File: src/pkg/cirt_pkg.sv
package cirt_pkg;

  // opcode patterns: whole words or upper 6, 7 or 8 bits of the instruction word
  localparam logic [15:0] CIRT_NOP_WORD      = 16'h0000;
  localparam logic [15:0] CIRT_RETURN_WORD   = 16'h0002;
  localparam logic [15:0] CIRT_SLEEP_WORD    = 16'h0003;
  localparam logic [15:0] CIRT_RETFIRQ_WORD  = 16'h0005;
  localparam logic [6:0]  CIRT_SUBWB_HI7     = 7'h01;  // 0000 001d
  localparam logic [6:0]  CIRT_SUBW_HI7      = 7'h02;  // 0000 010d
  localparam logic [6:0]  CIRT_XORF_HI7      = 7'h06;  // 0000 110d
  localparam logic [6:0]  CIRT_RRC_HI7       = 7'h0c;  // 0001 100d
  localparam logic [6:0]  CIRT_RLC_HI7       = 7'h0d;  // 0001 101d
  localparam logic [6:0]  CIRT_SWAP_HI7      = 7'h0e;  // 0001 110d
  localparam logic [6:0]  CIRT_RRN_HI7       = 7'h10;  // 0010 000d
  localparam logic [6:0]  CIRT_RLN_HI7       = 7'h11;  // 0010 001d
  localparam logic [6:0]  CIRT_SETALL_HI7    = 7'h15;  // 0010 101d
  localparam logic [7:0]  CIRT_TSTZ_HI8      = 8'h33;
  localparam logic [7:0]  CIRT_SUBLIT_HI8    = 8'hb2;
  localparam logic [7:0]  CIRT_RETLIT_HI8    = 8'hb6;
  localparam logic [7:0]  CIRT_XORLIT_HI8    = 8'hb4;
  localparam logic [5:0]  CIRT_LATRD_HI6     = 6'h28;  // 1010 00tx
  localparam logic [5:0]  CIRT_LATWR_HI6     = 6'h29;  // 1010 01tx
  localparam logic [5:0]  CIRT_TBLRD_HI6     = 6'h2a;  // 1010 10ti
  localparam logic [5:0]  CIRT_TBLWR_HI6     = 6'h2b;  // 1010 11ti

  // field positions
  localparam int CIRT_DEST_BIT = 8;
  localparam int CIRT_T_BIT    = 9;
  localparam int CIRT_I_BIT    = 8;
  localparam int CIRT_GID_BIT  = 4;  // global irq disable in cpu status
  localparam logic [7:0] CIRT_PCL_ADDR = 8'h02;
  localparam logic [7:0] CIRT_ALL_ONES = 8'hff;

  // reset values
  localparam logic [7:0]  CIRT_W_RST      = 8'h00;
  localparam logic [15:0] CIRT_LATCH_RST  = 16'h0000;
  localparam logic [15:0] CIRT_PTR_RST    = 16'h0000;

  // arithmetic flags
  typedef struct packed {
    logic overflow;
    logic z;
    logic digit_carry;
    logic c;
  } cirt_flags_type;

  // data file access request
  typedef struct packed {
    logic       we;
    logic [7:0] addr;
    logic [7:0] data;
  } cirt_file_wr_type;

  // program memory access
  typedef struct packed {
    logic        rd;
    logic        wr;
    logic [15:0] addr;
    logic [15:0] data;
  } cirt_pmem_req_type;

  typedef enum logic [1:0] {
    CIRT_ALU_SUB,
    CIRT_ALU_PASS
  } cirt_alu_op_type;

endpackage

File: src/rtl/cirt_alu.sv
`timescale 1ns/1ps
module cirt_alu
  import cirt_pkg::*;
(
  // operands
  input  wire logic [7:0]     a,
  input  wire logic [7:0]     b,
  input  wire logic           borrow_in,
  // result
  output logic [7:0]          diff,
  output cirt_flags_type      flags
);

  logic [8:0] full_d;
  logic [4:0] low_d;

  // a - b - borrow as a + ~b + !borrow; carry set means no borrow
  always_comb begin
    full_d = {1'b0, a} + {1'b0, ~b} + {8'h00, ~borrow_in};
    low_d  = {1'b0, a[3:0]} + {1'b0, ~b[3:0]} + {4'h0, ~borrow_in};
    diff   = full_d[7:0];
    flags.c  = full_d[8];
    flags.digit_carry = low_d[4];
    flags.z  = (full_d[7:0] == 8'h00);
    flags.overflow = (a[7] != b[7]) && (full_d[7] != a[7]);
  end

endmodule

File: src/rtl/cirt_core.sv
`timescale 1ns/1ps
// Behaviour
// - return from irq pops stack top to pc, clears irq disable, 2 cycles
// - return literal loads w with literal, pc from stack top, 2 cycles
// - subroutine return pops stack into pc, 2 cycles, no flags
// - rotate left through carry; bit 7 to carry, carry to bit 0
// - rotate left plain; bit 7 wraps to bit 0, no flags
// - rotate right through carry; bit 0 to carry, carry to bit 7
// - rotate right plain; bit 0 wraps to bit 7, no flags
// - destination bit 0 sends result to w, 1 back to file
// - set file writes all ones to file, also w when dest is 0
// - sleep clears power down, sets timeout, clears watchdog, halts
// - literal minus w into w, updating all four arithmetic flags
// - file minus w routed by dest, updating four flags
// - file minus w minus borrow routed by dest, four flags
// - nibble swap of file routed by dest, flags unchanged
// - table read: latch byte to file, load latch, bump pointer
// - table write: file to latch byte, latch to memory, bump pointer
// - on-chip table write programs until an enabled interrupt arrives
// - irq disable set: end write without vector; clear: ack after
// - only enabled interrupts end programming; their flags are cleared
// - latch read and latch write move one byte in one cycle
// - test skip discards next instruction when file is zero
// - xor with literal or file, only zero flag changes
module cirt_core
  import cirt_pkg::*;
#(
  parameter logic [15:0] ONCHIP_TOP = 16'h07ff  // last on-chip address
)(
  // clock and reset
  input  wire logic              clk,
  input  wire logic              reset,
  // instruction issue
  input  wire logic              insn_valid,
  input  wire logic [15:0]       insn,
  output logic                   insn_ready,
  // data file read and write
  input  wire logic [7:0]        file_rdata,
  output cirt_file_wr_type       file_wr,
  // cpu state kept outside
  input  wire logic [15:0]       stack_top,
  input  wire logic [7:0]        cpu_status_reg,
  input  cirt_flags_type         flags_in,
  // control outputs to the pc, stack and status logic
  output logic                   pc_load,
  output logic [15:0]            pc_value,
  output logic                   stack_pop,
  output logic                   skip_next,
  output logic                   flags_we,
  output cirt_flags_type         flags_out,
  output logic                   clear_irq_disable,
  output logic                   power_down_flag_clr,
  output logic                   timeout_flag_set,
  output logic                   watchdog_clear,
  output logic                   sleep_halt,
  // program memory
  output cirt_pmem_req_type      pmem,
  input  wire logic [15:0]       pmem_rdata,
  // interrupts that may end a long write
  input  wire logic [2:0]        irq_flags,
  input  wire logic [2:0]        irq_mask_en,
  output logic [2:0]             irq_flag_clr,
  output logic                   irq_vector_ok,
  // observed state
  output logic [7:0]             working_reg,
  output logic [15:0]            table_latch,
  output logic [15:0]            table_pointer
);

  typedef enum logic [2:0] {
    ST_EXEC, ST_SECOND, ST_THIRD, ST_PROGRAM, ST_SLEEP
  } cirt_state_type;

  cirt_state_type state_r, state_nxt;
  logic [7:0]     w_r, w_nxt;
  logic [15:0]    latch_r, latch_nxt;
  logic [15:0]    ptr_r, ptr_nxt;
  logic [15:0]    ir_r, ir_nxt;

  logic [7:0]     sub_a, sub_b, sub_diff;
  logic           sub_bin;
  cirt_flags_type sub_flags;
  logic [7:0]     res;
  logic           to_file, to_w;
  logic [2:0]     ending_irq;

  // byte selection of the latch, used by two opcodes
  function automatic logic [7:0] latch_byte(input logic [15:0] l,
                                            input logic t);
    latch_byte = t ? l[15:8] : l[7:0];
  endfunction

  function automatic logic [15:0] latch_put(input logic [15:0] l,
                                            input logic t,
                                            input logic [7:0] v);
    latch_put = t ? {v, l[7:0]} : {l[15:8], v};
  endfunction

  function automatic logic zero8(input logic [7:0] v);
    zero8 = (v == 8'h00);
  endfunction

  cirt_alu u_alu (
    .a         (sub_a),
    .b         (sub_b),
    .borrow_in (sub_bin),
    .diff      (sub_diff),
    .flags     (sub_flags)
  );

  ////////////////////////////////////////////////////////////////////////
  // subtractor operands: literal form swaps file for the literal
  always_comb begin
    sub_a   = (insn[15:8] == CIRT_SUBLIT_HI8) ? insn[7:0] : file_rdata;
    sub_b   = w_r;
    // carry set means no borrow, so subtract-with-borrow takes !c
    sub_bin = (insn[15:9] == CIRT_SUBWB_HI7) ? ~flags_in.c : 1'b0;
  end

  assign ending_irq  = irq_flags & irq_mask_en;
  assign working_reg   = w_r;
  assign table_latch   = latch_r;
  assign table_pointer = ptr_r;
  assign insn_ready    = (state_r == ST_EXEC);

  ////////////////////////////////////////////////////////////////////////
  // decode and execute; one pass per cycle
  always_comb begin
    state_nxt = state_r;
    w_nxt     = w_r;
    latch_nxt = latch_r;
    ptr_nxt   = ptr_r;
    ir_nxt    = ir_r;
    file_wr   = '0;
    pmem      = '0;
    pc_load   = 1'b0;
    pc_value  = stack_top;
    stack_pop = 1'b0;
    skip_next = 1'b0;
    flags_we  = 1'b0;
    flags_out = flags_in;
    clear_irq_disable   = 1'b0;
    power_down_flag_clr = 1'b0;
    timeout_flag_set    = 1'b0;
    watchdog_clear      = 1'b0;
    sleep_halt          = 1'b0;
    irq_flag_clr        = 3'b000;
    irq_vector_ok       = 1'b0;
    res     = file_rdata;
    to_file = 1'b0;
    to_w    = 1'b0;
    case (state_r)
      ST_EXEC: begin
        if (insn_valid) begin
          ir_nxt = insn;
          // nop and unknown words fall through untouched
          if (insn == CIRT_RETURN_WORD) begin
            stack_pop = 1'b1;
            pc_load   = 1'b1;
            state_nxt = ST_SECOND;
          end else if (insn == CIRT_RETFIRQ_WORD) begin
            stack_pop = 1'b1;
            pc_load   = 1'b1;
            clear_irq_disable = 1'b1;
            state_nxt = ST_SECOND;
          end else if (insn[15:8] == CIRT_RETLIT_HI8) begin
            w_nxt     = insn[7:0];
            stack_pop = 1'b1;
            pc_load   = 1'b1;
            state_nxt = ST_SECOND;
          end else if (insn == CIRT_SLEEP_WORD) begin
            power_down_flag_clr = 1'b1;
            timeout_flag_set    = 1'b1;
            watchdog_clear      = 1'b1;
            state_nxt           = ST_SLEEP;
          end else if (insn[15:8] == CIRT_SUBLIT_HI8) begin
            w_nxt     = sub_diff;
            flags_we  = 1'b1;
            flags_out = sub_flags;
          end else if (insn[15:8] == CIRT_XORLIT_HI8) begin
            w_nxt       = w_r ^ insn[7:0];
            flags_we    = 1'b1;
            flags_out.z = zero8(w_r ^ insn[7:0]);
          end else if (insn[15:8] == CIRT_TSTZ_HI8) begin
            if (zero8(file_rdata)) begin
              skip_next = 1'b1;
              state_nxt = ST_SECOND;
            end
          end else if (insn[15:10] == CIRT_LATRD_HI6) begin
            file_wr = '{1'b1, insn[7:0],
                        latch_byte(latch_r, insn[CIRT_T_BIT])};
          end else if (insn[15:10] == CIRT_LATWR_HI6) begin
            latch_nxt = latch_put(latch_r, insn[CIRT_T_BIT],
                                  file_rdata);
          end else if (insn[15:10] == CIRT_TBLRD_HI6) begin
            file_wr = '{1'b1, insn[7:0],
                        latch_byte(latch_r, insn[CIRT_T_BIT])};
            pmem.rd   = 1'b1;
            pmem.addr = ptr_r;
            state_nxt = ST_SECOND;
          end else if (insn[15:10] == CIRT_TBLWR_HI6) begin
            latch_nxt = latch_put(latch_r, insn[CIRT_T_BIT],
                                  file_rdata);
            state_nxt = ST_SECOND;
          end else begin
            // single-operand file ops with a destination bit
            to_file = insn[CIRT_DEST_BIT];
            to_w    = ~insn[CIRT_DEST_BIT];
            case (insn[15:9])
              CIRT_SUBW_HI7, CIRT_SUBWB_HI7: begin
                res       = sub_diff;
                flags_we  = 1'b1;
                flags_out = sub_flags;
              end
              CIRT_XORF_HI7: begin
                res         = file_rdata ^ w_r;
                flags_we    = 1'b1;
                flags_out.z = zero8(file_rdata ^ w_r);
              end
              CIRT_RLC_HI7: begin
                res         = {file_rdata[6:0], flags_in.c};
                flags_we    = 1'b1;
                flags_out.c = file_rdata[7];
              end
              CIRT_RRC_HI7: begin
                res         = {flags_in.c, file_rdata[7:1]};
                flags_we    = 1'b1;
                flags_out.c = file_rdata[0];
              end
              CIRT_RLN_HI7:
                res = {file_rdata[6:0], file_rdata[7]};
              CIRT_RRN_HI7:
                res = {file_rdata[0], file_rdata[7:1]};
              CIRT_SWAP_HI7:
                res = {file_rdata[3:0], file_rdata[7:4]};
              CIRT_SETALL_HI7: begin
                res     = CIRT_ALL_ONES;
                to_file = 1'b1;
              end
              default: begin
                to_file = 1'b0;
                to_w    = 1'b0;
              end
            endcase
            if (to_file)
              file_wr = '{1'b1, insn[7:0], res};
            if (to_w)
              w_nxt = res;
          end
        end
      end
      ST_SECOND: begin
        // second cycle of two-cycle ops; table ops act here
        state_nxt = ST_EXEC;
        if (ir_r[15:10] == CIRT_TBLRD_HI6) begin
          latch_nxt = pmem_rdata;
          if (ir_r[CIRT_I_BIT])
            ptr_nxt = ptr_r + 16'h0001;
          if (ir_r[7:0] == CIRT_PCL_ADDR)
            state_nxt = ST_THIRD;  // pc low target costs a cycle more
        end else if (ir_r[15:10] == CIRT_TBLWR_HI6) begin
          pmem.wr   = 1'b1;
          pmem.addr = ptr_r;
          pmem.data = latch_r;
          if (ptr_r <= ONCHIP_TOP) begin
            state_nxt = ST_PROGRAM;
          end else begin
            if (ir_r[CIRT_I_BIT])
              ptr_nxt = ptr_r + 16'h0001;
            irq_flag_clr = ending_irq;  // short writes clear too
          end
        end
      end
      ST_THIRD:
        state_nxt = ST_EXEC;
      ST_PROGRAM: begin
        // hold the write strobe until an enabled interrupt ends it
        pmem.wr   = 1'b1;
        pmem.addr = ptr_r;
        pmem.data = latch_r;
        if (ending_irq != 3'b000) begin
          irq_flag_clr  = ending_irq;
          irq_vector_ok = ~cpu_status_reg[CIRT_GID_BIT];
          if (ir_r[CIRT_I_BIT])
            ptr_nxt = ptr_r + 16'h0001;
          state_nxt = ST_EXEC;
        end
      end
      ST_SLEEP: begin
        // wake-up belongs to the oscillator logic; reset leaves here
        sleep_halt = 1'b1;
      end
      default:
        state_nxt = ST_EXEC;
    endcase
  end

  ////////////////////////////////////////////////////////////////////////
  // state registers
  always_ff @(posedge clk) begin
    if (reset) begin
      state_r <= ST_EXEC;
      w_r     <= CIRT_W_RST;
      latch_r <= CIRT_LATCH_RST;
      ptr_r   <= CIRT_PTR_RST;
      ir_r    <= CIRT_NOP_WORD;
    end else begin
      state_r <= state_nxt;
      w_r     <= w_nxt;
      latch_r <= latch_nxt;
      ptr_r   <= ptr_nxt;
      ir_r    <= ir_nxt;
    end
  end

endmodule

File: config.mk
export PLATFORM = sky130hd
export DESIGN_NAME = cirt_core
export DESIGN_NICKNAME = d
export VERILOG_FILES = /design/src/pkg/cirt_pkg.sv /design/src/rtl/cirt_alu.sv /design/src/rtl/cirt_core.sv
export SDC_FILE = /design/constraint.sdc
export NUM_CORES = 1
export LEC_CHECK = 0
export BUFFER_PORTS_ARGS = -buffer_cell sky130_fd_sc_hd__buf_4
export CORE_MARGIN = 2
export CORE_UTILIZATION = 45
export CTS_CLUSTER_DIAMETER = 60
export DETAILED_ROUTE_END_ITERATION = 8
export GPL_TIMING_DRIVEN = 0
export PLACE_DENSITY = 0.78
export SYNTH_ARGS = -nofsm -noshare
export SYNTH_HDL_FRONTEND = slang
export SYNTH_SLANG_ARGS = --single-unit
File: constraint.sdc
create_clock -name clk -period 3.34 [get_ports clk]
set_input_delay 0 -clock clk [delete_from_list [all_inputs] [get_ports clk]]
set_output_delay 0 -clock clk [all_outputs]
set_load 0.02 [all_outputs]
==> results of run 1 <==
==> layer usage <==
layer  vias to the layer above  share of wire (%)  wire length (um)
li1                       2808                  -                 -
met1                      2781                 40              7618
met2                       402                 45              8571
met3                        66                 11              2021
met4                         0                3.8               728
met5                         -                  0                 0
==> where the power goes <==
part	total, mW	switching [mW]	internal [mW]
combinational	0.491	0.276	0.214
sequential	0.719	0.0133	0.706
clock	0.549	0.286	0.263
==> metrics by stage <==
stage,util [%],hold WS [ns]
after global placement,59.12,0.1968
after global routing,64.89,0.01814
after detailed placement,59.12,0.1975
after floorplan,-,0.08867
after CTS,64.16,0.006254
final,64.89,0.01319
==> final timing paths <==
path	from	endpoint	slack (ns)
setup reg to reg	working_reg[0]$_SDFFE_PP0P_	working_reg[6]$_SDFFE_PP0P_	0.20
hold reg to reg	ir_r[15]$_SDFFE_PP0P_	ir_r[15]$_SDFFE_PP0P_	0.45
hold / removal	reset	table_latch[7]$_SDFFE_PP0P_	0.01
setup / recovery	insn[12]	file_wr[4]	-0.04
==> worst max-delay path, delay by kind of cell <==
kind                       cells  cell delay (ns)
xor gates and xnor gates       1             0.21
and+or+nand+nor                4             1.10
buffers and inverters          2             0.31
adders and majority gates      2             0.82
AOI/OAI and AO/OA              3             0.93
==> repair_timing <==
item                                    CTS  global route
hold endpoints to repair                 18             0
hold buffers                             17             0
resized for setup                        35            11
pin swaps                                12            20
setup buffers                            11             7
endpoints found under the setup margin   17            11
==> cells in the mapped netlist (9+ instances only) <==
cell / number
nor2b_1: 20
buf_4: 23
o21ai_0: 17
mux2i_1: 16
nor2_1: 108
clkbuf_1: 24
inv_1: 15
and2_1: 27
nand3_1: 9
xnor2_1: 23
o221a_2: 9
nor3_1: 10
nand4_1: 12
buf_2: 12
xor2_1: 17
dfxtp_1: 58
nand2_1: 89
a21oi_1: 37
nor4_1: 13
==> cell usage in the layout (no fill, tap or decap), types with 14 or more instances in the layout <==
cell type      instances
a21oi_1               34
inv_1                 15
xnor2_1               22
dfxtp_1               58
o21ai_0               14
dlygate4sd3_1         17
nand2_1               88
nor2_1               104
buf_4                199
xor2_1                15
and2_1                27
clkbuf_1              26
mux2i_1               16
nor2b_1               20
==> area by class of cell <==
| class | count | area (um2) | area share [%] |
|---|---|---|---|
| inverter | 15 | 56.30 | 0.7969 |
| multi-input combinational | 551 | 3588 | 50.79 |
| sequential | 58 | 1161 | 16.43 |
| clock inverter | 3 | 17.52 | 0.2479 |
| tap | 140 | 175.2 | 2.479 |
| timing repair buffer | 198 | 1548 | 21.91 |
| buffer | 63 | 384.1 | 5.437 |
| clock buffer | 12 | 135.1 | 1.913 |
==> cells by family after synthesis <==
group,after synthesis
AO/OA/AOI/OAI,140
multiplexers,17
adder cells (fa/ha/maj),10
buffers and inverters,80
XOR/XNOR,40
flip-flops,58
AND/OR/NAND/NOR,344
==> results_dict.tcl, run 1 <==
set metrics [dict create \
    yosys.area_share.simple_pct 34.94 \
    postPlaceCellArea_um2 6437 \
    cts_root_buf "clkbuf_8" \
    cts_htree_levels 3 \
    fin_nets 983 \
    hold_class "input pin to flop" \
    initial_core_util_pct 46.24 \
    cts_buffer_depth 2 \
    dp_hpwl_um 13880 \
    cp-end-kind "primary output" \
    clock_sinks 58 \
    ys_warn_count 0 \
    io_buffers 163 \
    grt_first_pass_wirelength_um 28090 \
    boundaryPins 202 \
    drt_iter0_drc 557 \
    powerDensity_nw_per_um2 249.0 \
    peakVddDrop_uv 220.9 \
    critical_path_class "input pin to primary output" \
    dp.cells 992 \
    reg2regPathDepth 12 \
    cp.arrival_ns 3.38 \
    max_slew_margin_pct 17.34 \
    failed_checks "negative setup slack" \
    post_route_cells_drive_above_1_share_pct 32.00 \
    gr-usage-met2_pct 48.02 \
    place_congestion 1.033 \
    synthFlopType "dfxtp_1" \
    die_area_um2 12050 \
    synth_nets 776 \
    synth_top_area_share_pct 23.06 \
    wire_per_inst_um 18.21 \
    power_mw 1.759 \
    syn2layout_area_growth_pct 40.33 \
    leakage_nw 2.989 \
    grt_busiest_layer "met2" \
    antenna_found_initial 0 \
    yosysUniqueCellTypes 84 \
    holdPathStages 3 \
    final_cells 1040 \
    hold_violations 0 \
    rsz0062_at_grt "yes" \
    drc 0 \
    grt_pass1_vias 5477 \
    die_h_um 109.8 \
    grt_usage_pct 30.23 \
    cts_inserted_buffers 9 \
    timing.final.crit_share_pct 101.2 \
    path_max_fanout 3 \
    ys_top_cells_by_area "dfxtp_1 23%, nor2_1 8.1%, nand2_1 6.6%, xnor2_1 4.0%, a21oi_1 3.7%" \
    min_period_ns 3.379 \
    fillers 984 \
    synthMuxAreaShare_pct 3.405 \
    route.vias.total 6057 \
    finalClockSkew_ns 0.01060 \
    synthAdderAreaFrac_pct 2.783 \
    max_freq_ghz 0.2959 \
    status "finished, violations left" \
    slew_viol_final 0 \
    finalWirelength_um 18940 \
    setup_ws_ns -0.03920 \
    setup_viol 2 \
    antenna_left 0 \
    yosysSeqAreaShare_pct 23.06 \
    synth_xor_xnor_area_share_pct 6.958 \
    core_um2 10890 \
    synth_compound_gate_area_share_pct 20.33 \
    clkLatencyLatePin_ns 0.34 \
    synthCells 689 \
    cpPeakStageDelay_ns 0.54 \
    overflow 0 \
    routed_via_density 5.824 \
    cp_common_cell "fa_2" \
    final_area_um2 7066 \
    grt_use_met1_pct 39.01 \
    clkTransAtPathRegs_ns 0.06 \
    synth_top_family_by_area "simple AND/OR/NAND/NOR gates" \
    rows 38 \
    cts_tree "done" \
    met3_usage_pct 5.868 \
    ys_async_sr_fraction_pct 0 \
    setup_tns_ns -0.05556 \
    cp-start-kind "input pin" \
    slowest_stage "or4_4" \
    synth_edf_count 0 \
    max_cap_viol_count 0 \
    pre_cts_slack_ns -1.231 \
    dr.pass1.iters 8 \
    cp.required_ns 3.34 \
    die_w_um 109.8 \
    worstMarginPinSlew_ns 1.209 \
    grt_max_degree 11 \
    ys_seq_elements 58 \
    syn-cell-area_um2 5035 \
    antenna_cells 0 \
    cp_cell_sequence "buf_8 -> or4_4 -> or3_4 -> fa_2 -> fa_2 -> a211oi_4 -> nor2_2 -> xor2_2 -> a2111oi_4 -> o22a_1 -> nor2_1 -> buf_4" \
    synth_largest_area_cell "dfxtp_1" \
    syn_area_per_cell_um2 7.307 \
]
No activity file was read; power rests on OpenSTA's default activity.
==> inputs of run 2 (changes only) <==
CORE_UTILIZATION = 50   (was 45)
PLACE_DENSITY = 0.82   (was 0.78)
clock period = 3.55 ns   (was 3.34 ns; I/O delays follow)
==> results_dict.tcl, run 2 (same netlist as run 1, synthesis figures left out) <==
set metrics [dict create \
    powerDensity_nw_per_um2 251.4 \
    hold_ws_ns 0.02445 \
    drt_iter0_drc 696 \
    cts_root_buf "clkbuf_8" \
    boundaryPins 202 \
    worstMarginPinSlew_ns 1.301 \
    die_w_um 104.3 \
    p_comb_share_pct 25.8 \
    fin_nets 974 \
    route.vias.total 6218 \
    p_int_mw 1.204 \
    max_cap_viol_count 0 \
    finalClockSkew_ns 0.01458 \
    layout_common_cells "192 x buf_4, 105 x nor2_1, 88 x nand2_1, 58 x dfxtp_1, 35 x a21oi_1" \
    failed_checks "negative setup slack" \
    hold_class "input pin to flop" \
    initial_core_util_pct 51.51 \
    multi_input_area_um2 3565 \
    clkLatencyLatePin_ns 0.34 \
    final_common_cell "buf_4" \
    dr.pass1.iters 5 \
    leakage_nw 2.954 \
    status "finished, violations left" \
    power.switching_mw 0.5518 \
    slew_viol_final 0 \
    place_congestion 0.9836 \
    dp_hpwl_um 15420 \
    timing.final.crit_share_pct 100.2 \
    grt_usage_pct 36.28 \
    peakVddDrop_uv 167.0 \
    setup_viol 1 \
    antenna_found_initial 0 \
    cp-start-kind "input pin" \
    die_area_um2 10890 \
    wire_per_inst_um 20.36 \
    critical_path_class "input pin to primary output" \
    final_area_um2 6982 \
    syn2layout_area_growth_pct 38.67 \
    seqCellArea_um2 1161 \
    max_freq_ghz 0.2812 \
    cp.required_ns 3.55 \
    drc 0 \
    clock_sinks 58 \
    cts_tree "done" \
    cp-end-kind "primary output" \
    path_max_fanout 10 \
    min_period_ns 3.556 \
    fillers 763 \
    power_mw 1.756 \
    power_frac_seq_pct 38.6 \
    grt_max_degree 12 \
    antenna_left 0 \
    grt_first_pass_wirelength_um 31410 \
    rows 36 \
    cts_htree_levels 3 \
    ff2ff_setup_slack_ns 0.26 \
    switching_share_pct 31.43 \
    pwr-share-clk_pct 35.6 \
    pre_cts_slack_ns -0.8745 \
    cp.arrival_ns 3.56 \
    max_slew_margin_pct 10.99 \
    grt_pass1_vias 5824 \
    cts_buffer_depth 2 \
    finalWirelength_um 20820 \
    setup_ws_ns -0.006345 \
    routed_via_density 6.078 \
    setup_tns_ns -0.006345 \
    postPlaceCellArea_um2 6430 \
    core_um2 9774 \
    cts_inserted_buffers 9 \
    clkTransAtPathRegs_ns 0.06 \
    post_route_cells_drive_above_1_share_pct 30.79 \
    die_h_um 104.3 \
    antenna_cells 0 \
    hold_violations 0 \
    io_buffers 163 \
    overflow 0 \
]
## run 2: cell types whose count changed in the layout (fill, tap and decap cells not counted), sizes merged
cell	change
clkinvlp	-1
buf	-10
bufinv	+1
## run 2: power by group through the flow
| stage | sequential [mW] | clock [mW] | combinational (mW) |
|---|---|---|---|
| after floorplan | 0.692 | 0 | 0.246 |
| after detailed placement | 0.692 | 0 | 0.401 |
| after global routing | 0.679 | 0.651 | 0.477 |
| final | 0.678 | 0.625 | 0.453 |
| after CTS | 0.677 | 0.624 | 0.428 |
| after global placement | 0.691 | 0 | 0.396 |
## run 2: timing repair
action,4_1_cts,5_1_grt
setup buffers,1,6
cloned,0,0
pin swaps,1,5
hold endpoints to repair,18,0
endpoints found under the setup margin,15,9
resized for setup,15,18
hold buffers,17,0
## run 2: through the flow
stage               util [%]  std cells
finish                 71.43       1023
floorplan                  -        689
CTS                    70.23       1017
detailed placement     65.78        986
global placement       65.73        985
global route           71.43       1023
## run 2: per-layer routing
layer  wire, um  share of wire [%]  vias up  GRT usage, %
met1       7869                 38     2906         44.75
met4        800                3.8        0         15.44
met5          0                  0        -             0
met2      10090                 48      441         61.48
li1           -                  -     2794             -
met3       2067                9.9       77         6.892
## run 2: cell type report
type	count	share of cell area [%]
Buffer	64	5.609
Clock inverter	3	0.5735
Timing Repair Buffer	188	20.77
Tap cell	133	2.384
Sequential cell	58	16.63
Inverter	15	0.8065
Multi-Input combinational cell	551	51.06
Clock buffer	11	2.168
## run 2: worst max-delay path: stages
cell	delay [ns]
buf_4	0.11
buf_2	0.19
nor2_4	0.21
nand2_1	0.17
or2_4	0.32
nand2_1	0.08
nand2_2	0.08
fa_2	0.39
fa_2	0.40
a211oi_2	0.30
nor2_2	0.11
xor2_2	0.18
a2111oi_2	0.54
o22a_1	0.22
nor2_1	0.05
buf_4	0.20
## run 2: path summary, 6_finish.rpt
| check | start | endpoint | depth (start not counted) |
|---|---|---|---|
| hold reg to reg | ir_r[4]$_SDFFE_PP0P_ | ir_r[4]$_SDFFE_PP0P_ | 2 |
| hold / removal | insn[15] | ir_r[15]$_SDFFE_PP0P_ | 3 |
| setup reg to reg | working_reg[0]$_SDFFE_PP0P_ | working_reg[4]$_SDFFE_PP0P_ | 11 |
| setup / recovery | insn[10] | file_wr[4] | 16 |
